--- src/rtl/mas_pkg.sv ---
// constants for the arithmetic, skip and table-read execution block
// Overview of operation
// RULE1: minus_into_memory writes accumulator minus byte back to the byte, with four flags.
// RULE2: subtract-immediate puts accumulator minus instruction literal into the accumulator.
// RULE3: borrow_not_flag is 0 for a negative difference, 1 for zero or positive.
// RULE4: subtract-immediate changes sign_wrap, null_result, nibble_half and borrow_not flags only.
// RULE5: nibble swap in place or into accumulator; memory kept for accumulator form; no flags.
// RULE6: skip_when_null skips the next instruction when the byte is zero; no flags.
// RULE7: copy_skip_when_null loads byte into accumulator and skips when zero; no flags.
// RULE8: bit test skips the next instruction when the selected bit is zero.
// RULE9: a taken skip runs one dummy cycle, so the instruction takes two cycles.
// RULE10: table_fetch_paged reads word at page pointer and low pointer; low to byte, high to latch.
// RULE11: table_fetch_current reads current page at low pointer; low to byte, high to latch.
// RULE12: table_fetch_last reads the last page at low pointer; low to byte, high to latch.
// RULE13: accumulator XOR byte into accumulator, changing only null_result_flag.
// RULE14: exclusive_or_into_memory writes accumulator XOR byte to the byte, only null_result_flag.
// RULE15: accumulator XOR literal into accumulator, changing only null_result_flag.
// RULE16: null_result_flag set when an 8-bit flag-affecting result is zero, else cleared.
// RULE17: nibble_half_flag shows no borrow from bit 3; sign_wrap_flag shows signed overflow.
package mas_pkg;

  // operation codes on the op port
  localparam logic [3:0] OP_MINUS_MEM  = 4'h0;
  localparam logic [3:0] OP_MINUS_IMM  = 4'h1;
  localparam logic [3:0] OP_SWAP_MEM   = 4'h2;
  localparam logic [3:0] OP_SWAP_ACC   = 4'h3;
  localparam logic [3:0] OP_SKIP_NULL  = 4'h4;
  localparam logic [3:0] OP_COPY_SKIP  = 4'h5;
  localparam logic [3:0] OP_SKIP_BIT   = 4'h6;
  localparam logic [3:0] OP_TAB_PAGED  = 4'h7;
  localparam logic [3:0] OP_TAB_CUR    = 4'h8;
  localparam logic [3:0] OP_TAB_LAST   = 4'h9;
  localparam logic [3:0] OP_XOR_ACC    = 4'ha;
  localparam logic [3:0] OP_XOR_MEM    = 4'hb;
  localparam logic [3:0] OP_XOR_IMM    = 4'hc;

  // register byte addresses on the bus
  localparam logic [7:0] ADR_ACC    = 8'h00;
  localparam logic [7:0] ADR_FLAGS  = 8'h04;
  localparam logic [7:0] ADR_LOWPTR = 8'h08;
  localparam logic [7:0] ADR_PAGE   = 8'h0c;
  localparam logic [7:0] ADR_HIGH   = 8'h10;

  // flag bit positions in the flag register
  localparam int FLG_BORROW_NOT = 0;
  localparam int FLG_NIBBLE     = 1;
  localparam int FLG_NULL       = 2;
  localparam int FLG_SIGN_WRAP  = 3;
  localparam int FLG_W          = 4;

  // reset values
  localparam logic [7:0]       RST_BYTE  = 8'h00;
  localparam logic [FLG_W-1:0] RST_FLAGS = 4'h0;

  // byte layout helpers
  localparam int BYTE_MSB = 7;
  localparam int NIB_MSB  = 3;
  localparam int NIB_LSB  = 4;

  typedef enum logic [1:0] {
    ST_IDLE,
    ST_TREAD,
    ST_DUMMY
  } mas_state_t;

endpackage

--- src/rtl/mas_alu.sv ---
// execution datapath for subtract, swap, skip, table read and exclusive-or
//
// Design decisions made here: the address map and the Wishbone interface to the registers.
`timescale 1ns/10ps
module mas_alu #(
  parameter int PAW = 11                       // program address width
) (
  input  wire logic           CORE_CLK,        // core clock
  input  wire logic           SYS_RST,         // sync reset, active high
  input  wire logic           CLK_EN,          // freezes all state when low
  input  wire logic           WB_CYC_I,        // wishbone cycle
  input  wire logic           WB_STB_I,        // wishbone strobe
  input  wire logic           WB_WE_I,         // wishbone write
  input  wire logic [7:0]     WB_ADR_I,        // wishbone byte address
  input  wire logic [3:0]     WB_SEL_I,        // wishbone byte enables
  input  wire logic [31:0]    WB_DAT_I,        // wishbone write data
  output logic      [31:0]    WB_DAT_O,        // wishbone read data
  output logic                WB_ACK_O,        // wishbone ack
  input  wire logic           OP_VALID,        // operation offered
  output logic                OP_READY,        // operation accepted when high
  input  wire logic [3:0]     OP_CODE,         // operation code
  input  wire logic [7:0]     OP_LIT,          // instruction literal
  input  wire logic [2:0]     OP_BIT,          // bit select for bit test
  input  wire logic [7:0]     MEM_RDATA,       // addressed data byte
  input  wire logic [PAW-9:0] PC_PAGE,         // current program page
  output logic      [7:0]     MEM_WDATA,       // byte written back
  output logic                MEM_WE,          // write-back strobe
  output logic      [PAW-1:0] PROG_ADDR,       // program memory address
  input  wire logic [15:0]    PROG_DATA,       // program word
  output logic                OP_DONE,         // operation finished
  output logic                SKIP_TAKEN,      // next instruction skipped
  output logic                DUMMY_CYCLE,     // dummy cycle in progress
  output logic      [7:0]     ACC_OUT,         // accumulator
  output logic      [3:0]     FLAGS_OUT        // flag register
);

  localparam int PGW = PAW - 8;
  localparam logic [PGW-1:0] LAST_PAGE = '1;

  mas_pkg::mas_state_t state_q;
  mas_pkg::mas_state_t state_d;

  logic [7:0]     acc_q;
  logic [3:0]     flags_q;
  logic [7:0]     lowptr_q;
  logic [PGW-1:0] page_q;
  logic [7:0]     high_q;
  logic [7:0]     mem_wdata_q;
  logic           mem_we_q;
  logic [PAW-1:0] prog_addr_q;
  logic           done_q;
  logic           skip_q;
  logic           ack_q;
  logic [31:0]    rdata_q;

  logic           take;
  logic           wb_req;
  logic           wb_wr;
  logic [8:0]     diff;
  logic [4:0]     ndiff;
  logic [7:0]     sub_b;
  logic [7:0]     xor_b;
  logic [7:0]     xor_r;
  logic [7:0]     swapped;
  logic           is_sub;
  logic           is_xor;
  logic           skip_hit;
  logic           wrap;

  // handshake and bus qualifiers
  assign OP_READY = (state_q == mas_pkg::ST_IDLE);
  assign take     = CLK_EN && OP_VALID && OP_READY;
  assign wb_req   = WB_CYC_I && WB_STB_I;
  assign wb_wr    = wb_req && WB_WE_I && ack_q && WB_SEL_I[0];

  // subtraction datapath, nine bits keep the borrow
  assign is_sub  = (OP_CODE == mas_pkg::OP_MINUS_MEM) || (OP_CODE == mas_pkg::OP_MINUS_IMM);
  assign sub_b   = (OP_CODE == mas_pkg::OP_MINUS_IMM) ? OP_LIT : MEM_RDATA;
  assign diff    = {1'b0, acc_q} - {1'b0, sub_b};
  assign ndiff   = {1'b0, acc_q[mas_pkg::NIB_MSB:0]} - {1'b0, sub_b[mas_pkg::NIB_MSB:0]};
  // operands of differing sign and result sign unlike minuend
  assign wrap    = (acc_q[mas_pkg::BYTE_MSB] != sub_b[mas_pkg::BYTE_MSB]) &&
                   (diff[mas_pkg::BYTE_MSB] != acc_q[mas_pkg::BYTE_MSB]); // RULE17

  // exclusive-or and swap datapath
  assign is_xor  = (OP_CODE == mas_pkg::OP_XOR_ACC) || (OP_CODE == mas_pkg::OP_XOR_MEM) ||
                   (OP_CODE == mas_pkg::OP_XOR_IMM);
  assign xor_b   = (OP_CODE == mas_pkg::OP_XOR_IMM) ? OP_LIT : MEM_RDATA;
  assign xor_r   = acc_q ^ xor_b;
  assign swapped = {MEM_RDATA[mas_pkg::NIB_MSB:0], MEM_RDATA[mas_pkg::BYTE_MSB:mas_pkg::NIB_LSB]};

  // skip decision for the three test forms
  always_comb begin
    skip_hit = 1'b0;
    case (OP_CODE)
      mas_pkg::OP_SKIP_NULL: skip_hit = (MEM_RDATA == 8'h00); // RULE6
      mas_pkg::OP_COPY_SKIP: skip_hit = (MEM_RDATA == 8'h00); // RULE7
      mas_pkg::OP_SKIP_BIT:  skip_hit = ~MEM_RDATA[OP_BIT];   // RULE8
      default:               skip_hit = 1'b0;
    endcase
  end

  // sequencer: table reads wait one cycle, taken skips add a dummy cycle
  always_comb begin
    state_d = state_q;
    case (state_q)
      mas_pkg::ST_IDLE: begin
        if (take && (OP_CODE == mas_pkg::OP_TAB_PAGED || OP_CODE == mas_pkg::OP_TAB_CUR ||
                     OP_CODE == mas_pkg::OP_TAB_LAST)) begin
          state_d = mas_pkg::ST_TREAD;
        end else if (take && skip_hit) begin
          state_d = mas_pkg::ST_DUMMY; // RULE9
        end
      end
      mas_pkg::ST_TREAD: state_d = mas_pkg::ST_IDLE;
      mas_pkg::ST_DUMMY: state_d = mas_pkg::ST_IDLE; // RULE9
      default:           state_d = mas_pkg::ST_IDLE;
    endcase
  end

  // state register
  always_ff @(posedge CORE_CLK) begin
    if (SYS_RST) begin
      state_q <= mas_pkg::ST_IDLE;
    end else if (CLK_EN) begin
      state_q <= state_d;
    end
  end

  // accumulator, op result wins over a bus write in the same cycle
  always_ff @(posedge CORE_CLK) begin
    if (SYS_RST) begin
      acc_q <= mas_pkg::RST_BYTE;
    end else if (CLK_EN) begin
      if (take && OP_CODE == mas_pkg::OP_MINUS_IMM) begin
        acc_q <= diff[7:0]; // RULE2
      end else if (take && OP_CODE == mas_pkg::OP_SWAP_ACC) begin
        acc_q <= swapped; // RULE5
      end else if (take && OP_CODE == mas_pkg::OP_COPY_SKIP) begin
        acc_q <= MEM_RDATA; // RULE7
      end else if (take && (OP_CODE == mas_pkg::OP_XOR_ACC || OP_CODE == mas_pkg::OP_XOR_IMM)) begin
        acc_q <= xor_r; // RULE13 RULE15
      end else if (wb_wr && WB_ADR_I == mas_pkg::ADR_ACC) begin
        acc_q <= WB_DAT_I[7:0];
      end
    end
  end

  // flags: subtracts touch four, exclusive-ors touch only the null flag
  always_ff @(posedge CORE_CLK) begin
    if (SYS_RST) begin
      flags_q <= mas_pkg::RST_FLAGS;
    end else if (CLK_EN) begin
      if (take && is_sub) begin
        flags_q[mas_pkg::FLG_BORROW_NOT] <= ~diff[8];              // RULE1 RULE3 RULE4
        flags_q[mas_pkg::FLG_NIBBLE]     <= ~ndiff[4];             // RULE17
        flags_q[mas_pkg::FLG_NULL]       <= (diff[7:0] == 8'h00);  // RULE16
        flags_q[mas_pkg::FLG_SIGN_WRAP]  <= wrap;                  // RULE17
      end else if (take && is_xor) begin
        flags_q[mas_pkg::FLG_NULL] <= (xor_r == 8'h00); // RULE13 RULE14 RULE15 RULE16
      end else if (wb_wr && WB_ADR_I == mas_pkg::ADR_FLAGS) begin
        flags_q <= WB_DAT_I[mas_pkg::FLG_W-1:0];
      end
    end
  end

  // table pointers, written by software only
  always_ff @(posedge CORE_CLK) begin
    if (SYS_RST) begin
      lowptr_q <= mas_pkg::RST_BYTE;
      page_q   <= '0;
    end else if (CLK_EN) begin
      if (wb_wr && WB_ADR_I == mas_pkg::ADR_LOWPTR) begin
        lowptr_q <= WB_DAT_I[7:0];
      end
      if (wb_wr && WB_ADR_I == mas_pkg::ADR_PAGE) begin
        page_q <= WB_DAT_I[PGW-1:0];
      end
    end
  end

  // program address for the three table page choices
  always_ff @(posedge CORE_CLK) begin
    if (SYS_RST) begin
      prog_addr_q <= '0;
    end else if (CLK_EN && take) begin
      case (OP_CODE)
        mas_pkg::OP_TAB_PAGED: prog_addr_q <= {page_q, lowptr_q};    // RULE10
        mas_pkg::OP_TAB_CUR:   prog_addr_q <= {PC_PAGE, lowptr_q};   // RULE11
        mas_pkg::OP_TAB_LAST:  prog_addr_q <= {LAST_PAGE, lowptr_q}; // RULE12
        default:               prog_addr_q <= prog_addr_q;
      endcase
    end
  end

  // high byte latch, loaded from the fetched program word
  always_ff @(posedge CORE_CLK) begin
    if (SYS_RST) begin
      high_q <= mas_pkg::RST_BYTE;
    end else if (CLK_EN && state_q == mas_pkg::ST_TREAD) begin
      high_q <= PROG_DATA[15:8]; // RULE10 RULE11 RULE12
    end
  end

  // data memory write-back
  always_ff @(posedge CORE_CLK) begin
    if (SYS_RST) begin
      mem_we_q    <= 1'b0;
      mem_wdata_q <= mas_pkg::RST_BYTE;
    end else if (CLK_EN) begin
      mem_we_q <= 1'b0;
      if (state_q == mas_pkg::ST_TREAD) begin
        mem_we_q    <= 1'b1;
        mem_wdata_q <= PROG_DATA[7:0]; // RULE10 RULE11 RULE12
      end else if (take && OP_CODE == mas_pkg::OP_MINUS_MEM) begin
        mem_we_q    <= 1'b1;
        mem_wdata_q <= diff[7:0]; // RULE1
      end else if (take && OP_CODE == mas_pkg::OP_SWAP_MEM) begin
        mem_we_q    <= 1'b1;
        mem_wdata_q <= swapped; // RULE5
      end else if (take && OP_CODE == mas_pkg::OP_XOR_MEM) begin
        mem_we_q    <= 1'b1;
        mem_wdata_q <= xor_r; // RULE14
      end
    end
  end

  // completion and skip indications
  always_ff @(posedge CORE_CLK) begin
    if (SYS_RST) begin
      done_q <= 1'b0;
      skip_q <= 1'b0;
    end else if (CLK_EN) begin
      skip_q <= take && skip_hit;
      done_q <= (take && !skip_hit && state_d == mas_pkg::ST_IDLE) ||
                (state_q != mas_pkg::ST_IDLE); // RULE9
    end
  end

  // wishbone slave: ack one cycle after request, dropped the cycle after
  always_ff @(posedge CORE_CLK) begin
    if (SYS_RST) begin
      ack_q   <= 1'b0;
      rdata_q <= '0;
    end else if (CLK_EN) begin
      ack_q <= wb_req && !ack_q;
      if (wb_req && !ack_q) begin
        case (WB_ADR_I)
          mas_pkg::ADR_ACC:    rdata_q <= {24'h000000, acc_q};
          mas_pkg::ADR_FLAGS:  rdata_q <= {28'h0000000, flags_q};
          mas_pkg::ADR_LOWPTR: rdata_q <= {24'h000000, lowptr_q};
          mas_pkg::ADR_PAGE:   rdata_q <= {{(32-PGW){1'b0}}, page_q};
          mas_pkg::ADR_HIGH:   rdata_q <= {24'h000000, high_q};
          default:             rdata_q <= '0;
        endcase
      end
    end
  end

  // outputs
  assign WB_DAT_O    = rdata_q;
  assign WB_ACK_O    = ack_q;
  assign MEM_WDATA   = mem_wdata_q;
  assign MEM_WE      = mem_we_q;
  assign PROG_ADDR   = prog_addr_q;
  assign OP_DONE     = done_q;
  assign SKIP_TAKEN  = skip_q;
  assign DUMMY_CYCLE = (state_q == mas_pkg::ST_DUMMY);
  assign ACC_OUT     = acc_q;
  assign FLAGS_OUT   = flags_q;

endmodule

--- config.mk ---
export PLATFORM = sky130hd
export DESIGN_NAME = mas_alu
export DESIGN_NICKNAME = d
export VERILOG_FILES = /design/src/rtl/mas_pkg.sv /design/src/rtl/mas_alu.sv
export SDC_FILE = /design/constraint.sdc
export NUM_CORES = 1
export LEC_CHECK = 0
export ABC_AREA = 1
export BUFFER_PORTS_ARGS = -buffer_cell sky130_fd_sc_hd__buf_2
export CAP_MARGIN = 20
export CORE_MARGIN = 4
export CORE_UTILIZATION = 51
export CTS_BUF_LIST = sky130_fd_sc_hd__clkbuf_4 sky130_fd_sc_hd__clkbuf_8 sky130_fd_sc_hd__clkbuf_16
export DETAILED_ROUTE_END_ITERATION = 16
export GPL_TIMING_DRIVEN = 0
export PLACE_DENSITY = 0.82
export SYNTH_ARGS = -nofsm -noshare
export SYNTH_HDL_FRONTEND = slang
export SYNTH_SLANG_ARGS = --single-unit
--- constraint.sdc ---
create_clock -name CORE_CLK -period 2.9 [get_ports CORE_CLK]
set_input_delay 0.145 -clock CORE_CLK [delete_from_list [all_inputs] [get_ports CORE_CLK]]
set_output_delay 0.145 -clock CORE_CLK [all_outputs]
set_load 0.1 [all_outputs]
== Word level (Yosys, flattened, before mapping) ==
Cells that the tools add are included.
Operators by class
  order comparisons: 1
  bitwise operators: 4
  $add $sub $neg: 2
  equality and inequality tests: 21
  multiplexer cells: 28
  reductions and logical operators: 58
Operators by type and width (number)
  $mux W8: 11
  $pmux W8 S5: 1
  $pmux W11 S3: 1
  $logic_not A8 Y1: 4
  $logic_and A1 B1 Y1: 27
  $eq A4 B4 Y1 const B: 5
  $eq A4 B3 Y1 const B: 4
  $eq A8 B4 Y1 const B: 2
  $reduce_and A2 Y1: 7
  $sub A8 B8 Y9: 1
  $eq A4 B2 Y1 const B: 2
  $eq A8 B3 Y1 const B: 1
  $eq A8 B5 Y1 const B: 1
  $mux W2: 4
  $mux W4: 2
  $xor A8 B8 Y8: 1
  $logic_or A1 B1 Y1: 7
  $mux W1: 7
  $reduce_bool A3 Y1: 2
  $reduce_bool A5 Y1: 1
  $sub A4 B4 Y5: 1
  $eq A4 B1 Y1 const B: 1
  $logic_not A2 Y1: 2
  $logic_not A4 Y1: 1
  13 further kinds: 18
Word-level totals
  register bits after elaboration: 88
  bits of input ports: 93
  logic and storage cells: 128

== Depth between registers and ports, before layout ==
  depth in word-level cells: 11
  mapped depth: 21
  depth with buffers taken out: 21

== Least setup slack after synthesis ==
No wires, ideal clock.
  path type: register to register
  start point: register state_q[1]
  end point: register acc_q[3], in the netlist ACC_OUT[3]
  data required time: 2830 ps
  arrival: 2877 ps
  path slack: -48 ps
  stages on the path, launching flop included: 11
  period minus slack after synthesis: 2948 ps
  cell sequence: dfxtp_1 > nor2_1 > nand2_1 > a21oi_4 > nor2_4 > nand3_4 > inv_4 > buf_6 > nor2_1 > nand2_1 > a21oi_1
On the way
  longest elaborated chain between the ends: 7
  elaborated cells between the ends (all ways): 12
  classes of those cells: 4 x mux; 8 x reduce/logical
Ends and longest elaborated chain
  start: declaration: line mas_alu.sv:40  | mas_pkg::mas_state_t state_q;
  start signal: assignment: line mas_alu.sv:124  | state_q <= mas_pkg::ST_IDLE;
  start signal: assignment: line mas_alu.sv:126  | state_q <= state_d;
  $logic_not A2 Y1 (*): line mas_alu.sv:71  | assign OP_READY = (state_q == mas_pkg::ST_IDLE);
  via OP_READY: line mas_alu.sv:20  | output logic OP_READY,
  $logic_and A1 B1 Y1 (*): line mas_alu.sv:72  | assign take = CLK_EN && OP_VALID && OP_READY;
  $logic_and A1 B1 Y1: line mas_alu.sv:141  | end else if (take && (OP_CODE == mas_pkg::OP_XOR_ACC || OP_CODE == mas_pkg::OP_XOR_IMM)) begin
  $mux W8: line mas_alu.sv:141
  $mux W8: line mas_alu.sv:139  | end else if (take && OP_CODE == mas_pkg::OP_COPY_SKIP) begin
  $mux W8: line mas_alu.sv:137  | end else if (take && OP_CODE == mas_pkg::OP_SWAP_ACC) begin
  $mux W8: line mas_alu.sv:135  | if (take && OP_CODE == mas_pkg::OP_MINUS_IMM) begin
  end signal: assignment: line mas_alu.sv:136  | acc_q <= diff[7:0];
  end signal: assignment: line mas_alu.sv:138  | acc_q <= swapped;
  end signal: assignment: line mas_alu.sv:142  | acc_q <= xor_r;
  end: declaration: line mas_alu.sv:43  | logic [7:0] acc_q;
Mark *: on every way through the listed nets, which the timed path passes. The rest lies on a longest branch.
A chain may end at the register's enable or synchronous reset.

== Final worst setup path ==
  start point: input port OP_CODE[2]
  end point: register flags_q[2], in the netlist FLAGS_OUT[2]
On the way
  longest elaborated chain between the ends: 6
  elaborated cells between the ends (all ways): 20
  classes of those cells: 1 x add/sub; 4 x eq/ne; 4 x mux; 1 x bitwise; 10 x reduce/logical
Ends and longest elaborated chain
  start: declaration: line mas_alu.sv:21  | input wire logic [3:0] OP_CODE,
  branches (longest 6 deep; another with $sub A8 B8 Y9)
  end signal: indexed assignment: line mas_alu.sv:155  | flags_q[mas_pkg::FLG_BORROW_NOT] <= ~diff[8];
  end signal: indexed assignment: line mas_alu.sv:156  | flags_q[mas_pkg::FLG_NIBBLE] <= ~ndiff[4];
  end signal: indexed assignment: line mas_alu.sv:160  | flags_q[mas_pkg::FLG_NULL] <= (xor_r == 8'h00);
  end: declaration: line mas_alu.sv:44  | logic [3:0] flags_q;
Parallel ways; which one is timed is not known.

==> PnR_summary.wiki <==
{| class="wikitable"
! Metric !! Value
|-
| Number of DRC markers after the initial detailed-route iteration || 468
|-
| Congestion Overflow GR || 0
|-
| TritonCTS clock tree || built
|-
| DIE WIDTH || 102 um
|-
| Maximum fanout along the worst path || 10
|-
| Final design area excluding fillers || 5550 um^2
|-
| Tot GR Track Use || 28.6%
|-
| Maximum operating frequency || 0.408 GHz
|-
| Final Hold Fails || 0
|-
| Post-route clock period utilization || 84.4%
|-
| Count of H-tree levels built during CTS || 3
|-
| Count of state elements after synthesis || 64
|-
| I/O pin total || 162
|-
| Unrepaired setup endpoints after global routing || false
|-
| CTS max path bufs || 2
|-
| HPWL after DPL || 11900 um
|-
| Register area share after synthesis || 28.1%
|-
| Power Dens Cells || 446 nW/um^2
|-
| Max-cap check violation count || 0
|-
| CTS Hold Buffers Added || 0
|-
| Run status || completed
|-
| Worst ir drop on vdd || 0.245 mV
|-
| Worst slew margin relative to its limit || 59.0%
|-
| Worst endpoint data arrival time || 2.73 ns
|-
| Number of cells traversed by the worst register-to-register path || 11
|-
| Clock input transition at the sequential cells of the worst setup and hold paths || 0.08 ns
|-
| Clock period minus final worst setup slack || 2.45 ns
|-
| Syn avg cell area || 6.09 um^2
|-
| Cells on Worst Hold Path || 3
|-
| Number of clock sinks seen by CTS || 64
|-
| Number of antenna violations at the first check in global routing || 0
|-
| Clock Tree Root || clkbuf_8
|-
| Buffers inserted by post-CTS timing repair || 0
|-
| Pin count of the biggest net entering global routing || 13
|-
| Area growth, synth to finish || 21.9%
|-
| Placed Area || 5320 um^2
|-
| CORE AREA || 8720 um^2
|-
| Count of input and output buffers || 108
|-
| Skew final || 0.0104 ns
|-
| Antenna-violating nets left || 0
|-
| Number of global-route vias before repair || 4679
|-
| Total CTS buffers || 9
|-
| First drt pass iteration count || 5
|-
| Number of setup violations in the final report || 0
|-
| Residual DRC count || 0
|-
| Synth area leader || dfxtp_1
|-
| Average routed wire per standard cell || 14.9 um
|-
| Wire length of the first global-routing pass || 23400 um
|-
| Overall die height || 102 um
|-
| Total Nets Final || 992
|-
| Transition at the pin with the smallest max-transition slack || 0.615 ns
|-
| Worst min-delay path endpoint || lowptr_q[4]
|-
| Vias || 5350
|-
| Min-delay worst type || in -> reg
|-
| Drt total wl || 15000 um
|-
| Capture instance of the worst register-to-register path || FLAGS_OUT[2]
|-
| Final-report max-slew violation count || 0
|-
| Critical path launch point type || input port
|-
| Yosys warning count || 0
|-
| Sum of negative setup slack || 0 ns
|-
| Class of the most critical setup path || in -> reg
|-
| Reg2Reg Launch Point || ACC_OUT[0]
|-
| Crit. End Element || flop
|-
| Gate count after technology mapping || 748
|-
| Final weighted congestion in routability-driven placement || 1.04
|-
| Leak pwr || 2.85 nW
|-
| Top post-synthesis cells by area || dfxtp_1, nand2_1, a21oi_1, o21ai_0, inv_1
|-
| Worst hold start || WB_DAT_I[4]
|-
| Unique masters post-synth || 36
|-
| Die ar. || 10500 um^2
|-
| Clock Latency Late Sink || 0.35 ns
|-
| Proportion of layout cells with a drive suffix above 1 || 20.8%
|-
| Vias per Instance || 5.33
|-
| Number of cell rows || 34
|-
| Starting utilization of the core area || 52.2%
|-
| Yosys top cell area share || 28.1%
|-
| Area of the mapped netlist || 4550 um^2
|-
| Worst-case register-to-register setup slack || 0.70 ns
|-
| CP Data Required Time || 3.18 ns
|}
## kinds of logic after synthesis
family                   share of synthesized area (%)
other                                           0.0824
buffers and inverters                             14.7
AO/OA/AOI/OAI                                     21.3
adder cells (fa/ha/maj)                           2.64
XOR/XNOR                                         0.192
flip-flops                                        28.1
AND/OR/NAND/NOR                                   32.9
## how the worst max path moves through the flow
| stage | start | endpoint | depth (start not counted) |
|---|---|---|---|
| CTS | OP_CODE[2] | FLAGS_OUT[2] | 16 |
| global placement | OP_CODE[3] | FLAGS_OUT[2] | 16 |
| global route | OP_CODE[2] | FLAGS_OUT[2] | 19 |
| finish | OP_CODE[2] | FLAGS_OUT[2] | 16 |
| detailed placement | OP_CODE[2] | FLAGS_OUT[2] | 16 |
| floorplan | ACC_OUT[0] | FLAGS_OUT[2] | 11 |
## cell usage in the layout (no fill, tap or decap), types with 5 or more instances in the layout
cell type and n:
a211oi_1 5, nand3_1 55, a31oi_1 5, dfxtp_1 64, nand4_1 11, inv_1 95, o22ai_1 7, clkbuf_1 8
inv_2 6, a21oi_1 81, nand2_1 179, buf_2 116, o21ai_0 78, buf_4 25, nor2_1 73, clkbuf_8 10
ha_1 8, conb_1 24
## synthesized netlist by cell type, drive strengths merged
| library cell | count |
|---|---|
| clkbuf | 9 |
| dfxtp | 64 |
| a21oi | 82 |
| nor2 | 80 |
| conb | 1 |
| inv | 102 |
| o211ai | 3 |
| or2 | 1 |
| nand3b | 4 |
| a31oi | 5 |
| o22ai | 7 |
| xnor2 | 1 |
| buf | 35 |
| nor4 | 1 |
| o21ai | 80 |
| nand3 | 57 |
| nand2 | 186 |
| a211oi | 5 |
| nand4 | 11 |
| nor3 | 4 |
| ha | 8 |
| o32ai | 1 |
| fa | 1 |
## report_power, final
group	internal [mW]	leakage (nW)	switching, mW
combinational	0.158	2.22	0.517
sequential	0.897	0.518	0.0137
clock	0.510	0.109	0.381
## final cells by class
| type | instances | area (um^2) |
|---|---|---|
| fillers | 890 | 3170 |
| multi-input cells | 561 | 2690 |
| flip-flops and latches | 64 | 1280 |
| repair buffers | 108 | 541 |
| inverters | 102 | 385 |
| plain buffers | 44 | 285 |
| clock buffers | 10 | 138 |
| well taps | 108 | 135 |
| clock inverters | 6 | 92.6 |
| diodes | 1 | 2.50 |
## sequential cells by signal (all words and copies together), names as in the netlist
name        cells
high_q          8
FLAGS_OUT       4
WB_DAT_O        8
page_q          3
state_q         2
OP_DONE         1
ACC_OUT         8
WB_ACK_O        1
PROG_ADDR      11
MEM_WE          1
SKIP_TAKEN      1
MEM_WDATA       8
lowptr_q        8
## repair_timing
| item | CTS | global route |
|---|---|---|
| endpoints found under the setup margin | 0 | 1 |
| endpoints found under the hold margin | 0 | 0 |
| resized for setup | 0 | 2 |
## metrics by stage
step | setup WS (ns) | util [%] | hold WS (ns) | instances | total power, mW
after CTS | 0.358 | 63.6 | 0.0685 | 1003 | 2.46
after detailed placement | 0.0350 | 61.0 | 0.429 | 987 | 1.59
after global routing | 0.158 | 63.6 | 0.0798 | 1003 | 2.56
final | 0.452 | 63.7 | 0.0628 | 1004 | 2.48
after global placement | 0.0101 | 61.0 | 0.425 | 987 | 1.59
after floorplan | 0.321 | - | 0.287 | 771 | 1.44
## metal layers
layer | routed length (um) | GRT usage, % | up-vias
li1 | - | - | 2693
met1 | 6640 | 41.8 | 2351
met2 | 6360 | 42.9 | 266
met3 | 1460 | 3.00 | 40
met4 | 530 | 11.8 | 0
met5 | 0 | 0 | -
## worst max-delay path: stages
cell and delay, ns:
buf_2 0.13, nor2_1 0.22, inv_1 0.09, nor2_1 0.18, clkbuf_2 0.26, o21ai_0 0.12
ha_1 0.24, fa_1 0.41, xnor2_1 0.22, nor2_1 0.13, nand3_1 0.08, nor2_1 0.11
nand3_1 0.07, nor2_1 0.13, nor2_1 0.05, a21oi_1 0.13
Power figures use the tool's default switching activity.
